--- src/core/mfpin_cfg.svh ---
// Summary of operation
// - Function code top bit one: pin is an output driven by the selected signal.
// - Code 0x82 drives the pin with the system clock divided by thirty-two.
// - Code 0x83 drives a 40 ns strobe per watchdog expiry, low otherwise.
// - Codes 0x84-0x86 drive storage write-busy, read-busy and fault flags.
// - Codes 0x88 and 0x89 mirror system clock loop lock and stable flags.
// - Codes 0x8B/0x8C drive digital phase lock AND analog lock AND system lock per channel.
// - Code 0x8A drives the AND of both channel combined-lock signals.
// - Code 0x90 drives OR of three interrupt lines; 0x91-0x93 drive each alone.
// - Codes 0xA0-0xA3 drive the fault flag of reference input A to D.
// - Codes 0xA8-0xAB drive the valid flag of reference input A to D.
// - Codes 0xB0-0xB3 drive high when that reference is active on either loop.
// - Codes 0xC0-0xC3 drive channel 0 phase lock, frequency lock, analog lock, calibration.
// - Codes 0xC5-0xC7 drive channel 0 free-run, holdover and switchover mode.
// - Codes 0xC8-0xCB drive channel 0 history available, updated, clamp and slew limited.
// - Code 0xCC drives channel 0 distribution sync pulse.
// - Codes 0xD0-0xDB give the channel 1 indications in channel 0 order.
// - Function code top bit zero: pin is an input, never driven.
`ifndef MFPIN_CFG_SVH
`define MFPIN_CFG_SVH

// register byte offsets
`define MFP_ADDR_CODE     8'h00
`define MFP_ADDR_STATE    8'h04
`define MFP_ADDR_IRQ_STAT 8'h08
`define MFP_ADDR_IRQ_MASK 8'h0C

// reset values
`define MFP_CODE_RST      8'h00
`define MFP_MASK_RST      3'h0

// interrupt bit positions
`define MFP_IRQ_WDOG      0
`define MFP_IRQ_RISE      1
`define MFP_IRQ_RSVD      2
`define MFP_IRQ_W         3

// state register bit positions
`define MFP_ST_PIN        0
`define MFP_ST_OE         1
`define MFP_ST_RSVD       2

// function code fields and fixed codes
`define MFP_DIR_BIT       7
`define MFP_C_LOW         8'h80
`define MFP_C_HIGH        8'h81
`define MFP_C_DIV         8'h82
`define MFP_C_WDOG        8'h83
`define MFP_C_SYS_LOCK    8'h88
`define MFP_C_SYS_STABLE  8'h89
`define MFP_C_ALL_LOCK    8'h8A
`define MFP_C_CH0_LOCK    8'h8B
`define MFP_C_CH1_LOCK    8'h8C
`define MFP_C_IRQ_ANY     8'h90
`define MFP_C_CH0_SYNC    8'hCC

// timing
`define MFP_CORE_MHZ      200
`define MFP_STROBE_NS     40
`define MFP_STROBE_CYC    ((`MFP_STROBE_NS * `MFP_CORE_MHZ + 999) / 1000)
`define MFP_STROBE_W      4
`define MFP_DIV_W         5

`endif

--- src/core/mfpin_pkg.sv ---
`include "mfpin_cfg.svh"

package mfpin_pkg;
    // whole state of the pin selector, registered as one word
    typedef struct packed {
        logic [7:0]               code;
        logic [`MFP_DIV_W-1:0]    div_cnt;
        logic [`MFP_STROBE_W-1:0] strobe_cnt;
        logic                     pin;
        logic                     oe;
        logic [`MFP_IRQ_W-1:0]    irq_status;
        logic [`MFP_IRQ_W-1:0]    irq_mask;
    } mfp_state_t;

    typedef logic [11:0] chan_status_t;
endpackage

--- src/core/mfpin_select.sv ---
`timescale 1ns/10ps
`default_nettype none
`include "mfpin_cfg.svh"

module mfpin_select #(
    parameter int CLK_DIV = 32,
    parameter int ADDR_W  = 8
) (
    input  wire logic                  CORE_CLK,
    input  wire logic                  RESET_N,
    input  wire logic                  PSEL,
    input  wire logic                  PENABLE,
    input  wire logic                  PWRITE,
    input  wire logic [ADDR_W-1:0]     PADDR,
    input  wire logic [31:0]           PWDATA,
    output logic      [31:0]           PRDATA,
    output logic                       PREADY,
    output logic                       PSLVERR,
    output logic                       IRQ,
    input  wire logic                  WDOG_EXPIRE,
    input  wire logic [2:0]            STORE_FLAGS,
    input  wire logic [1:0]            SYS_LOOP_FLAGS,
    input  wire logic [2:0]            INT_LINES,
    input  wire logic [3:0]            REF_FAULT,
    input  wire logic [3:0]            REF_VALID,
    input  wire logic [3:0]            REF_ACTIVE_L0,
    input  wire logic [3:0]            REF_ACTIVE_L1,
    input  wire mfpin_pkg::chan_status_t CH0_STATUS,
    input  wire mfpin_pkg::chan_status_t CH1_STATUS,
    input  wire logic                  CH0_SYNC,
    output logic                       MFP_O,
    output logic                       MFP_OE
);
    import mfpin_pkg::*;

    localparam logic [`MFP_DIV_W-1:0]    DIV_LAST = `MFP_DIV_W'(CLK_DIV - 1);
    localparam logic [`MFP_DIV_W-1:0]    DIV_HALF = `MFP_DIV_W'(CLK_DIV / 2);
    localparam logic [`MFP_STROBE_W-1:0] STROBE_LOAD = `MFP_STROBE_W'(`MFP_STROBE_CYC);

    mfp_state_t st_q;
    mfp_state_t st_d;

    logic       div_hi;
    logic       strobe_on;
    logic       sel_c;
    logic       rsvd_c;
    logic       pin_c;
    logic [1:0] ch_lock;
    logic       acc_c;
    logic [ADDR_W-1:0] addr_c;

    // divided system clock and watchdog strobe, visible whatever code is set
    assign div_hi    = (st_q.div_cnt >= DIV_HALF);
    assign strobe_on = (st_q.strobe_cnt != '0);
    assign acc_c     = PSEL & PENABLE;
    assign addr_c    = PADDR;

    // per-channel combined lock: digital phase lock, analog lock, system lock
    for (genvar g = 0; g < 2; g++) begin : g_lock
        chan_status_t cs;
        assign cs = (g == 0) ? CH0_STATUS : CH1_STATUS;
        assign ch_lock[g] = cs[0] & cs[2] & SYS_LOOP_FLAGS[0];
    end

    // source selection from the current function code
    always_comb begin
        sel_c  = 1'b0;
        rsvd_c = 1'b0;
        case (st_q.code)
            `MFP_C_LOW:        sel_c = 1'b0;
            `MFP_C_HIGH:       sel_c = 1'b1;
            `MFP_C_DIV:        sel_c = div_hi;
            `MFP_C_WDOG:       sel_c = strobe_on;
            8'h84, 8'h85, 8'h86: sel_c = STORE_FLAGS[st_q.code[1:0]];
            `MFP_C_SYS_LOCK:   sel_c = SYS_LOOP_FLAGS[0];
            `MFP_C_SYS_STABLE: sel_c = SYS_LOOP_FLAGS[1];
            `MFP_C_ALL_LOCK:   sel_c = ch_lock[0] & ch_lock[1];
            `MFP_C_CH0_LOCK:   sel_c = ch_lock[0];
            `MFP_C_CH1_LOCK:   sel_c = ch_lock[1];
            `MFP_C_IRQ_ANY:    sel_c = |INT_LINES;
            8'h91, 8'h92, 8'h93: sel_c = INT_LINES[2'(st_q.code[1:0] - 2'h1)];
            8'hA0, 8'hA1, 8'hA2, 8'hA3: sel_c = REF_FAULT[st_q.code[1:0]];
            8'hA8, 8'hA9, 8'hAA, 8'hAB: sel_c = REF_VALID[st_q.code[1:0]];
            8'hB0, 8'hB1, 8'hB2, 8'hB3: begin
                sel_c = REF_ACTIVE_L0[st_q.code[1:0]] | REF_ACTIVE_L1[st_q.code[1:0]];
            end
            8'hC0, 8'hC1, 8'hC2, 8'hC3, 8'hC4, 8'hC5,
            8'hC6, 8'hC7, 8'hC8, 8'hC9, 8'hCA, 8'hCB: begin
                sel_c = CH0_STATUS[st_q.code[3:0]];
            end
            8'hCC:             sel_c = CH0_SYNC;
            8'hD0, 8'hD1, 8'hD2, 8'hD3, 8'hD4, 8'hD5,
            8'hD6, 8'hD7, 8'hD8, 8'hD9, 8'hDA, 8'hDB: begin
                sel_c = CH1_STATUS[st_q.code[3:0]];
            end
            default: begin
                // input codes land here too; the direction bit keeps them off the pin
                sel_c  = 1'b0;
                rsvd_c = st_q.code[`MFP_DIR_BIT];
            end
        endcase
    end

    // pin level only ever reaches the driver while the code says output
    assign pin_c = st_q.code[`MFP_DIR_BIT] & sel_c;

    // next-state logic: divider, strobe, pin, registers, sticky events
    always_comb begin
        logic [`MFP_IRQ_W-1:0] ev;
        logic [`MFP_IRQ_W-1:0] clr;
        ev  = '0;
        clr = '0;
        st_d = st_q;

        st_d.div_cnt = (st_q.div_cnt == DIV_LAST) ? '0 : st_q.div_cnt + 1'b1;

        // a fresh expiry restarts the strobe so it never comes out short
        if (WDOG_EXPIRE) begin
            st_d.strobe_cnt = STROBE_LOAD;
        end else if (strobe_on) begin
            st_d.strobe_cnt = st_q.strobe_cnt - 1'b1;
        end

        st_d.pin = pin_c;
        st_d.oe  = st_q.code[`MFP_DIR_BIT];

        ev[`MFP_IRQ_WDOG] = WDOG_EXPIRE;
        ev[`MFP_IRQ_RISE] = pin_c & ~st_q.pin;
        ev[`MFP_IRQ_RSVD] = rsvd_c;

        // apb writes take effect in the access cycle only
        if (acc_c && PWRITE) begin
            if (addr_c == ADDR_W'(`MFP_ADDR_CODE)) begin
                st_d.code = PWDATA[7:0];
            end else if (addr_c == ADDR_W'(`MFP_ADDR_IRQ_STAT)) begin
                clr = PWDATA[`MFP_IRQ_W-1:0];
            end else if (addr_c == ADDR_W'(`MFP_ADDR_IRQ_MASK)) begin
                st_d.irq_mask = PWDATA[`MFP_IRQ_W-1:0];
            end
        end

        // an event in the clearing cycle survives the clear
        st_d.irq_status = (st_q.irq_status & ~clr) | ev;
    end

    // the only state register of the block
    always_ff @(posedge CORE_CLK or negedge RESET_N) begin
        if (!RESET_N) begin
            st_q.code       <= `MFP_CODE_RST;
            st_q.div_cnt    <= '0;
            st_q.strobe_cnt <= '0;
            st_q.pin        <= 1'b0;
            st_q.oe         <= 1'b0;
            st_q.irq_status <= '0;
            st_q.irq_mask   <= `MFP_MASK_RST;
        end else begin
            st_q <= st_d;
        end
    end

    // read mux; zero wait states, unmapped addresses answer with an error
    always_comb begin
        PRDATA  = 32'h0000_0000;
        PSLVERR = 1'b0;
        if (addr_c == ADDR_W'(`MFP_ADDR_CODE)) begin
            PRDATA[7:0] = st_q.code;
        end else if (addr_c == ADDR_W'(`MFP_ADDR_STATE)) begin
            PRDATA[`MFP_ST_PIN]  = st_q.pin;
            PRDATA[`MFP_ST_OE]   = st_q.oe;
            PRDATA[`MFP_ST_RSVD] = rsvd_c;
        end else if (addr_c == ADDR_W'(`MFP_ADDR_IRQ_STAT)) begin
            PRDATA[`MFP_IRQ_W-1:0] = st_q.irq_status;
        end else if (addr_c == ADDR_W'(`MFP_ADDR_IRQ_MASK)) begin
            PRDATA[`MFP_IRQ_W-1:0] = st_q.irq_mask;
        end else begin
            PSLVERR = acc_c;
        end
    end

    assign PREADY = 1'b1;
    assign IRQ    = |(st_q.irq_status & st_q.irq_mask);
    assign MFP_O  = st_q.pin;
    assign MFP_OE = st_q.oe;

    // storage activity and fault flags, one code per flag
    for (genvar i = 0; i < 3; i++) begin : g_chk_store

    end

    // system clock loop lock and stable flags
    for (genvar i = 0; i < 2; i++) begin : g_chk_sys

    end

    // single interrupt lines
    for (genvar i = 0; i < 3; i++) begin : g_chk_irq

    end

    // reference fault and valid flags, A to D
    for (genvar i = 0; i < 4; i++) begin : g_chk_ref

    end

    // channel status indications, channel 1 in the order of channel 0
    for (genvar i = 0; i < 12; i++) begin : g_chk_chan

    end
endmodule // mfpin_select
`default_nettype wire

--- config.mk ---
export PLATFORM = sky130hd
export DESIGN_NAME = mfpin_select
export DESIGN_NICKNAME = d
export VERILOG_FILES = /design/src/core/mfpin_pkg.sv /design/src/core/mfpin_select.sv
export VERILOG_INCLUDE_DIRS = /design/src /design/src/core
export SDC_FILE = /design/constraint.sdc
export NUM_CORES = 1
export LEC_CHECK = 0
export BUFFER_PORTS_ARGS = -buffer_cell sky130_fd_sc_hd__buf_2
export CAP_MARGIN = 30
export CELL_PAD_IN_SITES_DETAIL_PLACEMENT = 1
export CELL_PAD_IN_SITES_GLOBAL_PLACEMENT = 1
export CORE_ASPECT_RATIO = 1.2
export CORE_UTILIZATION = 34
export DETAILED_ROUTE_END_ITERATION = 12
export PLACE_DENSITY = 0.95
export SYNTH_ARGS = -nofsm -noshare
export SYNTH_HDL_FRONTEND = slang
export SYNTH_SLANG_ARGS = --single-unit
--- constraint.sdc ---
create_clock -name CORE_CLK -period 4.1 [get_ports CORE_CLK]
set_input_delay 0.41 -clock CORE_CLK [delete_from_list [all_inputs] [get_ports CORE_CLK]]
set_output_delay 0.41 -clock CORE_CLK [all_outputs]
set_load 0.1 [all_outputs]
==> flow_summary.yaml, run 1 <==
drt:
  via_per_inst: 5.25
  wirelength_um: 6230
  drc_errors: 0
  first_pass_iters: 4
  drt_iter0_drc: 75
  via_count: 1989
  post_drt_wl_per_cell_um: 16.4
  ant_nets: 0
place:
  place_ws_ns: 0.631
  port_buffers: 82
  dpl_cell_area_mm2: 0.00256
  dp_hpwl_um: 5190
  routabilityCongestion: 0.842
sta:
  fin_setup_tns_ns: 0
  finalSetupViolCount: 0
  skew_ns: 0.00337
  slew_viol_final: 0
  rsz0062_at_grt: "no"
  post-route-period-util_pct: 88.3
  worst_pin_slew_ns: 0.589
  max_freq_mhz: 276
  period_needed_ns: 3.62
  hold_violations: 0
  setup_ws_ns: 0.481
  slew_headroom_pct: 60.4
worst_setup_path:
  crit_required_ns: 3.69
  max_stage_delay_ns: 0.64
  timing.rr.start: "st_q[17]$_DFFE_PN0P_"
  worstSetupStartpoint: "st_q[17]$_DFFE_PN0P_"
  endpoint_kind: "output pin"
  crit_chain: "inv_1, ha_1, nor4_1, o22ai_1, a221oi_1, o2111ai_1, a21oi_1, buf_2"
  cp_max_fo: 9
  ff2ff_setup_slack_ns: 1.34
  worstSetupStartpointType: "register"
  critPathArrivalTime_ns: 3.21
  crit_type: "register to output pin"
  crit_slowest_cell: "dfrtp_1"
final_layout:
  syn_to_final_growth_pct: 16.9
  design_area_mm2: 0.00261
  antenna_cells: 0
  layout-drive-gt1-share_pct: 43.9
  mostFrequentLayoutCell: "buf_2"
  nNetsFinal: 399
  final_core_util_pct: 40.8
  mostFrequentLayoutCells: "82 x buf_2, 25 x dfrtp_1, 25 x conb_1, 12 x mux2_2"
pwr:
  p_total_uw: 687
  peakVddDrop_uv: 175
  powerDensity_mw_per_mm2: 263
  leakage_nw: 1.25
clock_tree:
  clock-sinks: 25
  clk_path_buf_depth: 2
  htreeDepth: 1
  cts-root-buf: "clkbuf_8"
  clk_pin_slew_ns: 0.08
  clkLatencyLatePin_ns: 0.26
  cts_tree: "done"
  post-cts-setup-buffer-count: 0
  numCtsBuffers: 3
floorplanning:
  pin_count: 132
  initial_core_util_pct: 34.9
  die_h_um: 90.8
  num_rows: 32
  die_area_mm2: 0.00690
  die_w_um: 76.0
  design.core.area_mm2: 0.00641
global_route:
  grt_pass1_wl_um: 9960
  grt_pass1_vias: 2076
  antenna_found_initial: 0
  grt_usage_pct: 18.0
  grt_overflow: 0
  grt_max_degree: 26
logic_synthesis:
  synth_area_mm2: 0.00223
  synth_area_per_cell_um2: 10.3
  synthCells: 217
  muxShareOfSynthArea_pct: 17.4
  synth_top_family_by_area: "simple AND/OR/NAND/NOR gates"
  synth-edff-count: 0
  synth-xor-area-share_pct: 1.18
  synth_seq_cells: 25
  ys_seq_area_share_pct: 28.0
  synth_compound_area_share_pct: 14.1
  synthArstFlopShare_pct: 100
  synth-simple-area-share_pct: 18.9
  ys.flop_type: "dfrtp_1"
  synthAdderAreaFrac_pct: 5.04
  yosysUniqueCellTypes: 60
  ys.warnings.count: 0
worst_hold_path:
  hp-class: "input port to async pin"
run:
  max-cap-violations: 0
outcome:
  status: "completed"
-- cells in the mapped netlist, drive strengths merged, types with 4 or more instances --
master,instances,area share [%]
a21oi,8,1.8
and2,4,1.3
buf,28,9.7
clkbuf,6,3.7
dfrtp,25,28
ha,9,5.0
inv,10,1.7
mux2,12,6.0
mux2i,5,2.2
mux4,9,9.1
nand2,8,1.3
nand3,4,0.90
nor2,10,1.7
nor3,5,1.6
nor4,7,2.0
-- sequential cells by signal, summed over array words and instances (netlist names) --
register	flops
MFP_O	1
MFP_OE	1
st_d	1
st_q	22
-- power by group --
part | internal [mW] | total (mW) | switching [mW]
Sequential | 0.266 | 0.288 | 0.0221
Combinational | 0.0784 | 0.259 | 0.181
Clock | 0.0678 | 0.140 | 0.0723
Total | 0.412 | 0.687 | 0.275
-- critical path: cells and delay by family (launching register included) --
family	cells	cell delay, ns
AO/OA/AOI/OAI	4	0.83
flip-flops	1	0.64
buffers and inverters	2	0.66
AND/OR/NAND/NOR	1	0.50
adder cells (fa/ha/maj)	1	0.33
-- cell type report --
type,instances,area (um2)
sequential,25,626
multi-input combinational,171,1370
inverter,10,37.5
clock buffer,3,41.3
tap,85,106
clock inverter,1,5.00
timing repair buffer,84,425
fill,784,3790
-- cells by family (layout without fill, tap and decap cells) --
logic type,count (synthesis),after routing
XOR/XNOR,3,3
other,2,25
flip-flops,25,25
adder cells (fa/ha/maj),9,9
AND/OR/NAND/NOR,66,66
buffers and inverters,44,98
multiplexers,26,26
AO/OA/AOI/OAI,42,42
-- per-stage QoR --
step,std cells,hold WS [ns]
3_5_place_dp,375,0.428
4_1_cts,379,0.140
5_1_grt,379,0.164
3_3_place_gp,375,0.422
6_report,379,0.123
2_1_floorplan,240,0.114
-- metal layers --
| layer | global-route usage, % | routed length, um | vias to the layer above |
|---|---|---|---|
| li1 | - | - | 922 |
| met1 | 19.6 | 2340 | 974 |
| met2 | 35.4 | 3460 | 80 |
| met3 | 3.13 | 334 | 13 |
| met4 | 4.65 | 97 | 0 |
| met5 | 0 | 0 | - |
-- final timing paths --
path / end / depth (start not counted)
setup / recovery: PRDATA[2] / 8
hold / removal: st_q[0]$_DFFE_PN0P_ / 1
setup reg to reg: st_q[4]$_DFF_PN0_ / 7
hold reg to reg: st_q[12]$_DFF_PN0_ / 1
max in group asynchronous: MFP_OE$_DFF_PN0_ / 1
min in group CORE_CLK: st_q[8]$_DFFE_PN0P_ / 2
-- repair_timing --
| action | CTS | global route |
|---|---|---|
| endpoints found under the setup margin | 0 | 1 |
| hold buffers | 0 | 0 |
| gates resized for setup | 0 | 1 |
(Power assumes the default switching activity.)
==> run 2: changes to the inputs <==
GPL_TIMING_DRIVEN = 0   (was unset)
==> run 2 against run 1 <==
- via count is 2.1% higher
- utilization increased by 4.3 points
- clock power increased by 3%
- final area increased by 10%
- die area did not move
- maximum frequency rose by 0.24%
- non-clock buffer count is 31 higher
- critical path depth is 1 higher
- clock skew down 0.00075 ns
- hold slack worse by 0.0038 ns
- critical endpoint unchanged
- largest power group is now combinational logic
- highest routed layer unchanged
==> flow_summary.yaml, run 2 (synthesized netlist as in run 1, its figures left out) <==
outcome:
  status: "completed"
final_layout:
  nNetsFinal: 430
  mostFrequentLayoutCell: "buf_2"
  syn_to_final_growth_pct: 29.1
  layout-drive-gt1-share_pct: 48.6
  mostFrequentLayoutCells: "81 x buf_2, 26 x buf_4, 25 x dfrtp_1, 25 x conb_1, 12 x mux2_2"
  top_register: "st_q"
  antenna_cells: 0
  fillCellCount: 795
  largest_reg_flops: 22
  fin_cells: 410
pwr:
  pwr-share-clk_pct: 20.1
  power_switching_share_pct: 39.4
  powerDensity_mw_per_mm2: 248
  peakVddDrop_uv: 216
  p_sw_uw: 282
  p_comb_share_pct: 40.0
  leakage_nw: 1.42
  seqPwrFrac_pct: 39.9
  internal-power_uw: 433
clock_tree:
  post_cts_resized: 0
  numCtsBuffers: 3
  cts_tree: "done"
  post-cts-setup-buffer-count: 0
  cts-root-buf: "clkbuf_8"
  clk_path_buf_depth: 2
  clock-sinks: 25
  htreeDepth: 1
  clk_pin_slew_ns: 0.08
  clkLatencyLatePin_ns: 0.27
  cts_hold_buf: 0
sta:
  period_needed_ns: 3.61
  post-route-period-util_pct: 88.1
  finalSetupViolCount: 0
  hold-worst-slack_ns: 0.119
  worst_pin_slew_ns: 0.648
  hold_violations: 0
  rsz0062_at_grt: "no"
  max_freq_mhz: 277
  slew_viol_final: 0
  skew_ns: 0.00261
  slew_headroom_pct: 56.4
  fin_setup_tns_ns: 0
place:
  routabilityCongestion: 0.865
  dp_hpwl_um: 5420
  placed_cells: 406
  port_buffers: 81
global_route:
  grt_pass1_wl_um: 10300
  grt_usage_pct: 18.8
  antenna_found_initial: 0
  grt_pass1_vias: 2139
  grt_overflow: 0
  grt_max_degree: 26
worst_setup_path:
  critPathBufInv: 3
  crit_chain: "clkbuf_8, inv_1, ha_1, nor4_1, nor3_1, a221oi_1, o2111ai_1, a21oi_1, buf_2"
  endpoint_kind: "output pin"
  crit_type: "register to output pin"
  critPathArrivalTime_ns: 3.20
  worstSetupStartpointType: "register"
  worstSetupStartpoint: "st_q[17]$_DFFE_PN0P_"
  max_stage_delay_ns: 0.62
  cp_max_fo: 9
  timing.rr.start: "st_q[17]$_DFFE_PN0P_"
  crit_required_ns: 3.69
  crit_slowest_cell: "nor4_1"
  crit_family: "buffers and inverters"
floorplanning:
  design.core.area_mm2: 0.00641
  pin_count: 132
  initial_core_util_pct: 34.9
  die_area_mm2: 0.00690
  die_w_um: 76.0
  num_rows: 32
  die_h_um: 90.8
drt:
  drt_iter0_drc: 89
  ant_nets: 0
  via_per_inst: 4.95
  drc_errors: 0
  via_count: 2030
  post_drt_wl_per_cell_um: 15.7
  wirelength_um: 6460
  first_pass_iters: 4
run:
  max-cap-violations: 0
worst_hold_path:
  hp-class: "input port to async pin"
[run 2: cell count changes in the layout (fill, tap and decap cells not counted), sizes merged]
cell,delta
clkinv,-1
clkbuf,+7
buf,+25
[run 2: final timing paths]
kind	end	slack, ns	cells after the start
setup reg to reg	st_q[4]$_DFF_PN0_	1.33	8
setup / recovery	PRDATA[2]	0.49	9
max in group asynchronous	st_q[16]$_DFF_PN0_	3.62	1
hold reg to reg	st_q[12]$_DFF_PN0_	0.50	1
hold / removal	st_q[3]$_DFF_PN0_	0.12	1
min in group CORE_CLK	st_q[8]$_DFFE_PN0P_	0.36	2
[run 2: layout make-up]
class	instances	area, um2	share of cell area (%)
plain buffers	34	300	10.4
flip-flops and latches	25	626	21.7
clock buffers	4	45.0	1.56
multi-input cells	171	1360	47.3
well taps	85	106	3.69
repair buffers	81	405	14.1
inverters	10	37.5	1.30
[run 2: stage by stage]
stage | setup slack (ns) | power [mW] | utilization, % | cell area, um2
finish | 0.490 | 0.715 | 45.0 | 2880
floorplan | 0.314 | 0.499 | - | 2330
CTS | 0.488 | 0.717 | 45.0 | 2880
detailed placement | 0.792 | 0.572 | 44.3 | 2840
global route | 0.310 | 0.746 | 45.0 | 2880
global placement | 0.865 | 0.557 | 44.3 | 2840
[run 2: per-layer routing]
layer	part of all wire (%)	up-vias	GRT usage [%]
met5	0	-	0
met2	54	69	37.2
li1	-	980	-
met1	39	970	20.1
met4	2.1	0	6.09
met3	4.6	11	2.63
[run 2: power by group through the flow]
stage	combinational (mW)	clock [mW]	sequential (mW)
final	0.286	0.144	0.285
after global routing	0.304	0.154	0.288
after CTS	0.286	0.147	0.284
after detailed placement	0.284	0	0.289
after global placement	0.271	0	0.287
after floorplan	0.215	0	0.285
[run 2: worst register-to-register path: stages, from the launching register on]
cell and delay, ns:
dfrtp_1 0.42, clkbuf_8 0.19, inv_1 0.16, ha_1 0.29, nor4_1 0.14, or3_1 0.37, or4_1 0.57, o311a_1 0.35
a41oi_2 0.19
==> run 3: changes to the inputs <==
CORE_UTILIZATION = 32   (was 34)
PLACE_DENSITY = 0.93   (was 0.95)
clock period = 4 ns   (was 4.1 ns; I/O delays follow)
==> run 3 against run 2 <==
- sequential cell count is the same
- total power grew 1.6%
- combinational power is essentially flat
- first-iteration DRC count grew 1.1%
- utilization shrank 2.7 points
- sequential power grew 3%
- via count grew 3.5%
- register-to-register slack lost 0.08 ns
- non-clock buffer count is the same
- die area grew 6.1%
- count of clock-buffer cells in the layout is the same
==> flow_summary.yaml, run 3 (synthesized netlist as in run 1, its figures left out) <==
place:
  port_buffers: 81
  place_ws_ns: 0.624
  placed_cells: 408
  routabilityCongestion: 0.887
  dp_hpwl_um: 5440
worst_hold_path:
  hp-class: "input port to async pin"
floorplanning:
  num_rows: 33
  initial_core_util_pct: 32.8
  design.core.area_mm2: 0.00681
  die_w_um: 78.3
  pin_count: 132
  die_area_mm2: 0.00732
  die_h_um: 93.5
worst_setup_path:
  cp_max_fo: 9
  critPathArrivalTime_ns: 3.24
  crit_required_ns: 3.60
  worstSetupStartpointType: "register"
  crit_type: "register to output pin"
  ff2ff_setup_slack_ns: 1.25
  endpoint_kind: "output pin"
  reg2reg_depth: 8
final_layout:
  multi_input_area_mm2: 0.00136
  top_register: "st_q"
  final-seq-area_um2: 626
  syn_to_final_growth_pct: 29.2
  mostFrequentLayoutCell: "buf_2"
  antenna_cells: 0
  nNetsFinal: 430
  fillCellCount: 842
  layout-drive-gt1-share_pct: 48.6
  mostFrequentLayoutCells: "81 x buf_2, 26 x buf_4, 25 x dfrtp_1, 25 x conb_1, 12 x mux2_2"
  final_core_util_pct: 42.4
  fin_cells: 412
  largest_reg_flops: 22
pwr:
  power_switching_share_pct: 38.9
  p_total_uw: 726
  leakage_nw: 1.42
  internal-power_uw: 443
  seqPwrFrac_pct: 40.3
  pwr-share-clk_pct: 20.0
  p_sw_uw: 283
  peakVddDrop_uv: 224
  powerDensity_mw_per_mm2: 251
  p_comb_share_pct: 39.7
sta:
  slew_viol_final: 0
  rsz0062_at_grt: "no"
  period_needed_ns: 3.64
  max_freq_mhz: 275
  hold_violations: 0
  fin_setup_tns_ns: 0
  setup_ws_ns: 0.364
  post-route-period-util_pct: 90.9
  finalSetupViolCount: 0
  worst_pin_slew_ns: 0.696
  skew_ns: 0.00291
  slew_headroom_pct: 53.1
clock_tree:
  cts_hold_buf: 0
  clkLatencyLatePin_ns: 0.26
  clk_pin_slew_ns: 0.08
  cts_tree: "done"
  numCtsBuffers: 3
  clock-sinks: 25
  htreeDepth: 1
  cts-root-buf: "clkbuf_8"
  post-cts-setup-buffer-count: 0
  clk_path_buf_depth: 2
  post_cts_resized: 0
drt:
  drt_iter0_drc: 90
  via_per_inst: 5.10
  drc_errors: 0
  first_pass_iters: 4
  via_count: 2101
  post_drt_wl_per_cell_um: 15.6
  ant_nets: 0
  wirelength_um: 6440
global_route:
  grt_pass1_wl_um: 10100
  grt_pass1_vias: 2176
  grt_overflow: 0
  grt_usage_pct: 17.6
  antenna_found_initial: 0
  grt_max_degree: 26
outcome:
  status: "completed"
run:
  max-cap-violations: 0
==> run 3: area by class of cell <==
type	instances	share of cell area, %
clock buffers	4	1.56
multi-input cells	171	47.2
inverters	10	1.30
flip-flops and latches	25	21.7
repair buffers	81	14.0
well taps	87	3.77
plain buffers	34	10.4
==> run 3: final timing paths <==
kind                                      start                   end
setup / recovery           st_q[17]$_DFFE_PN0P_             PRDATA[2]
hold / removal                          RESET_N   st_q[8]$_DFFE_PN0P_
setup reg to reg           st_q[17]$_DFFE_PN0P_     st_q[4]$_DFF_PN0_
hold reg to reg              st_q[12]$_DFF_PN0_    st_q[12]$_DFF_PN0_
max in group asynchronous               RESET_N  st_q[19]$_DFFE_PN0P_
min in group CORE_CLK               WDOG_EXPIRE  st_q[10]$_DFFE_PN0P_
==> run 3: worst max-delay path, cell delays in order, from the launching register on <==
cell	delay, ns
dfrtp_1	0.40
clkbuf_8	0.21
inv_1	0.11
ha_1	0.29
nor4_1	0.66
nor3_1	0.16
a221oi_1	0.37
o2111ai_1	0.18
a21oi_1	0.15
buf_2	0.44
==> run 3: power by group through the flow <==
stage	registers [mW]	logic (mW)	clock network, mW
3_5_place_dp	0.297	0.287	0
2_1_floorplan	0.292	0.220	0
3_3_place_gp	0.294	0.277	0
6_report	0.293	0.288	0.145
4_1_cts	0.292	0.289	0.149
5_1_grt	0.298	0.309	0.161
==> run 3: through the flow <==
stage          hold WS [ns]  cell area (um2)
6_report              0.114             2890
3_3_place_gp          0.407             2840
2_1_floorplan         0.104             2330
3_5_place_dp          0.420             2840
5_1_grt               0.160             2890
4_1_cts               0.131             2890
==> run 3: per-layer routing <==
| metal | track usage [%] | up-vias | routed length, um |
|---|---|---|---|
| met3 | 2.93 | 14 | 375 |
| li1 | - | 980 | - |
| met5 | 0 | - | 0 |
| met2 | 34.0 | 77 | 3420 |
| met1 | 19.2 | 1030 | 2500 |
| met4 | 5.40 | 0 | 140 |
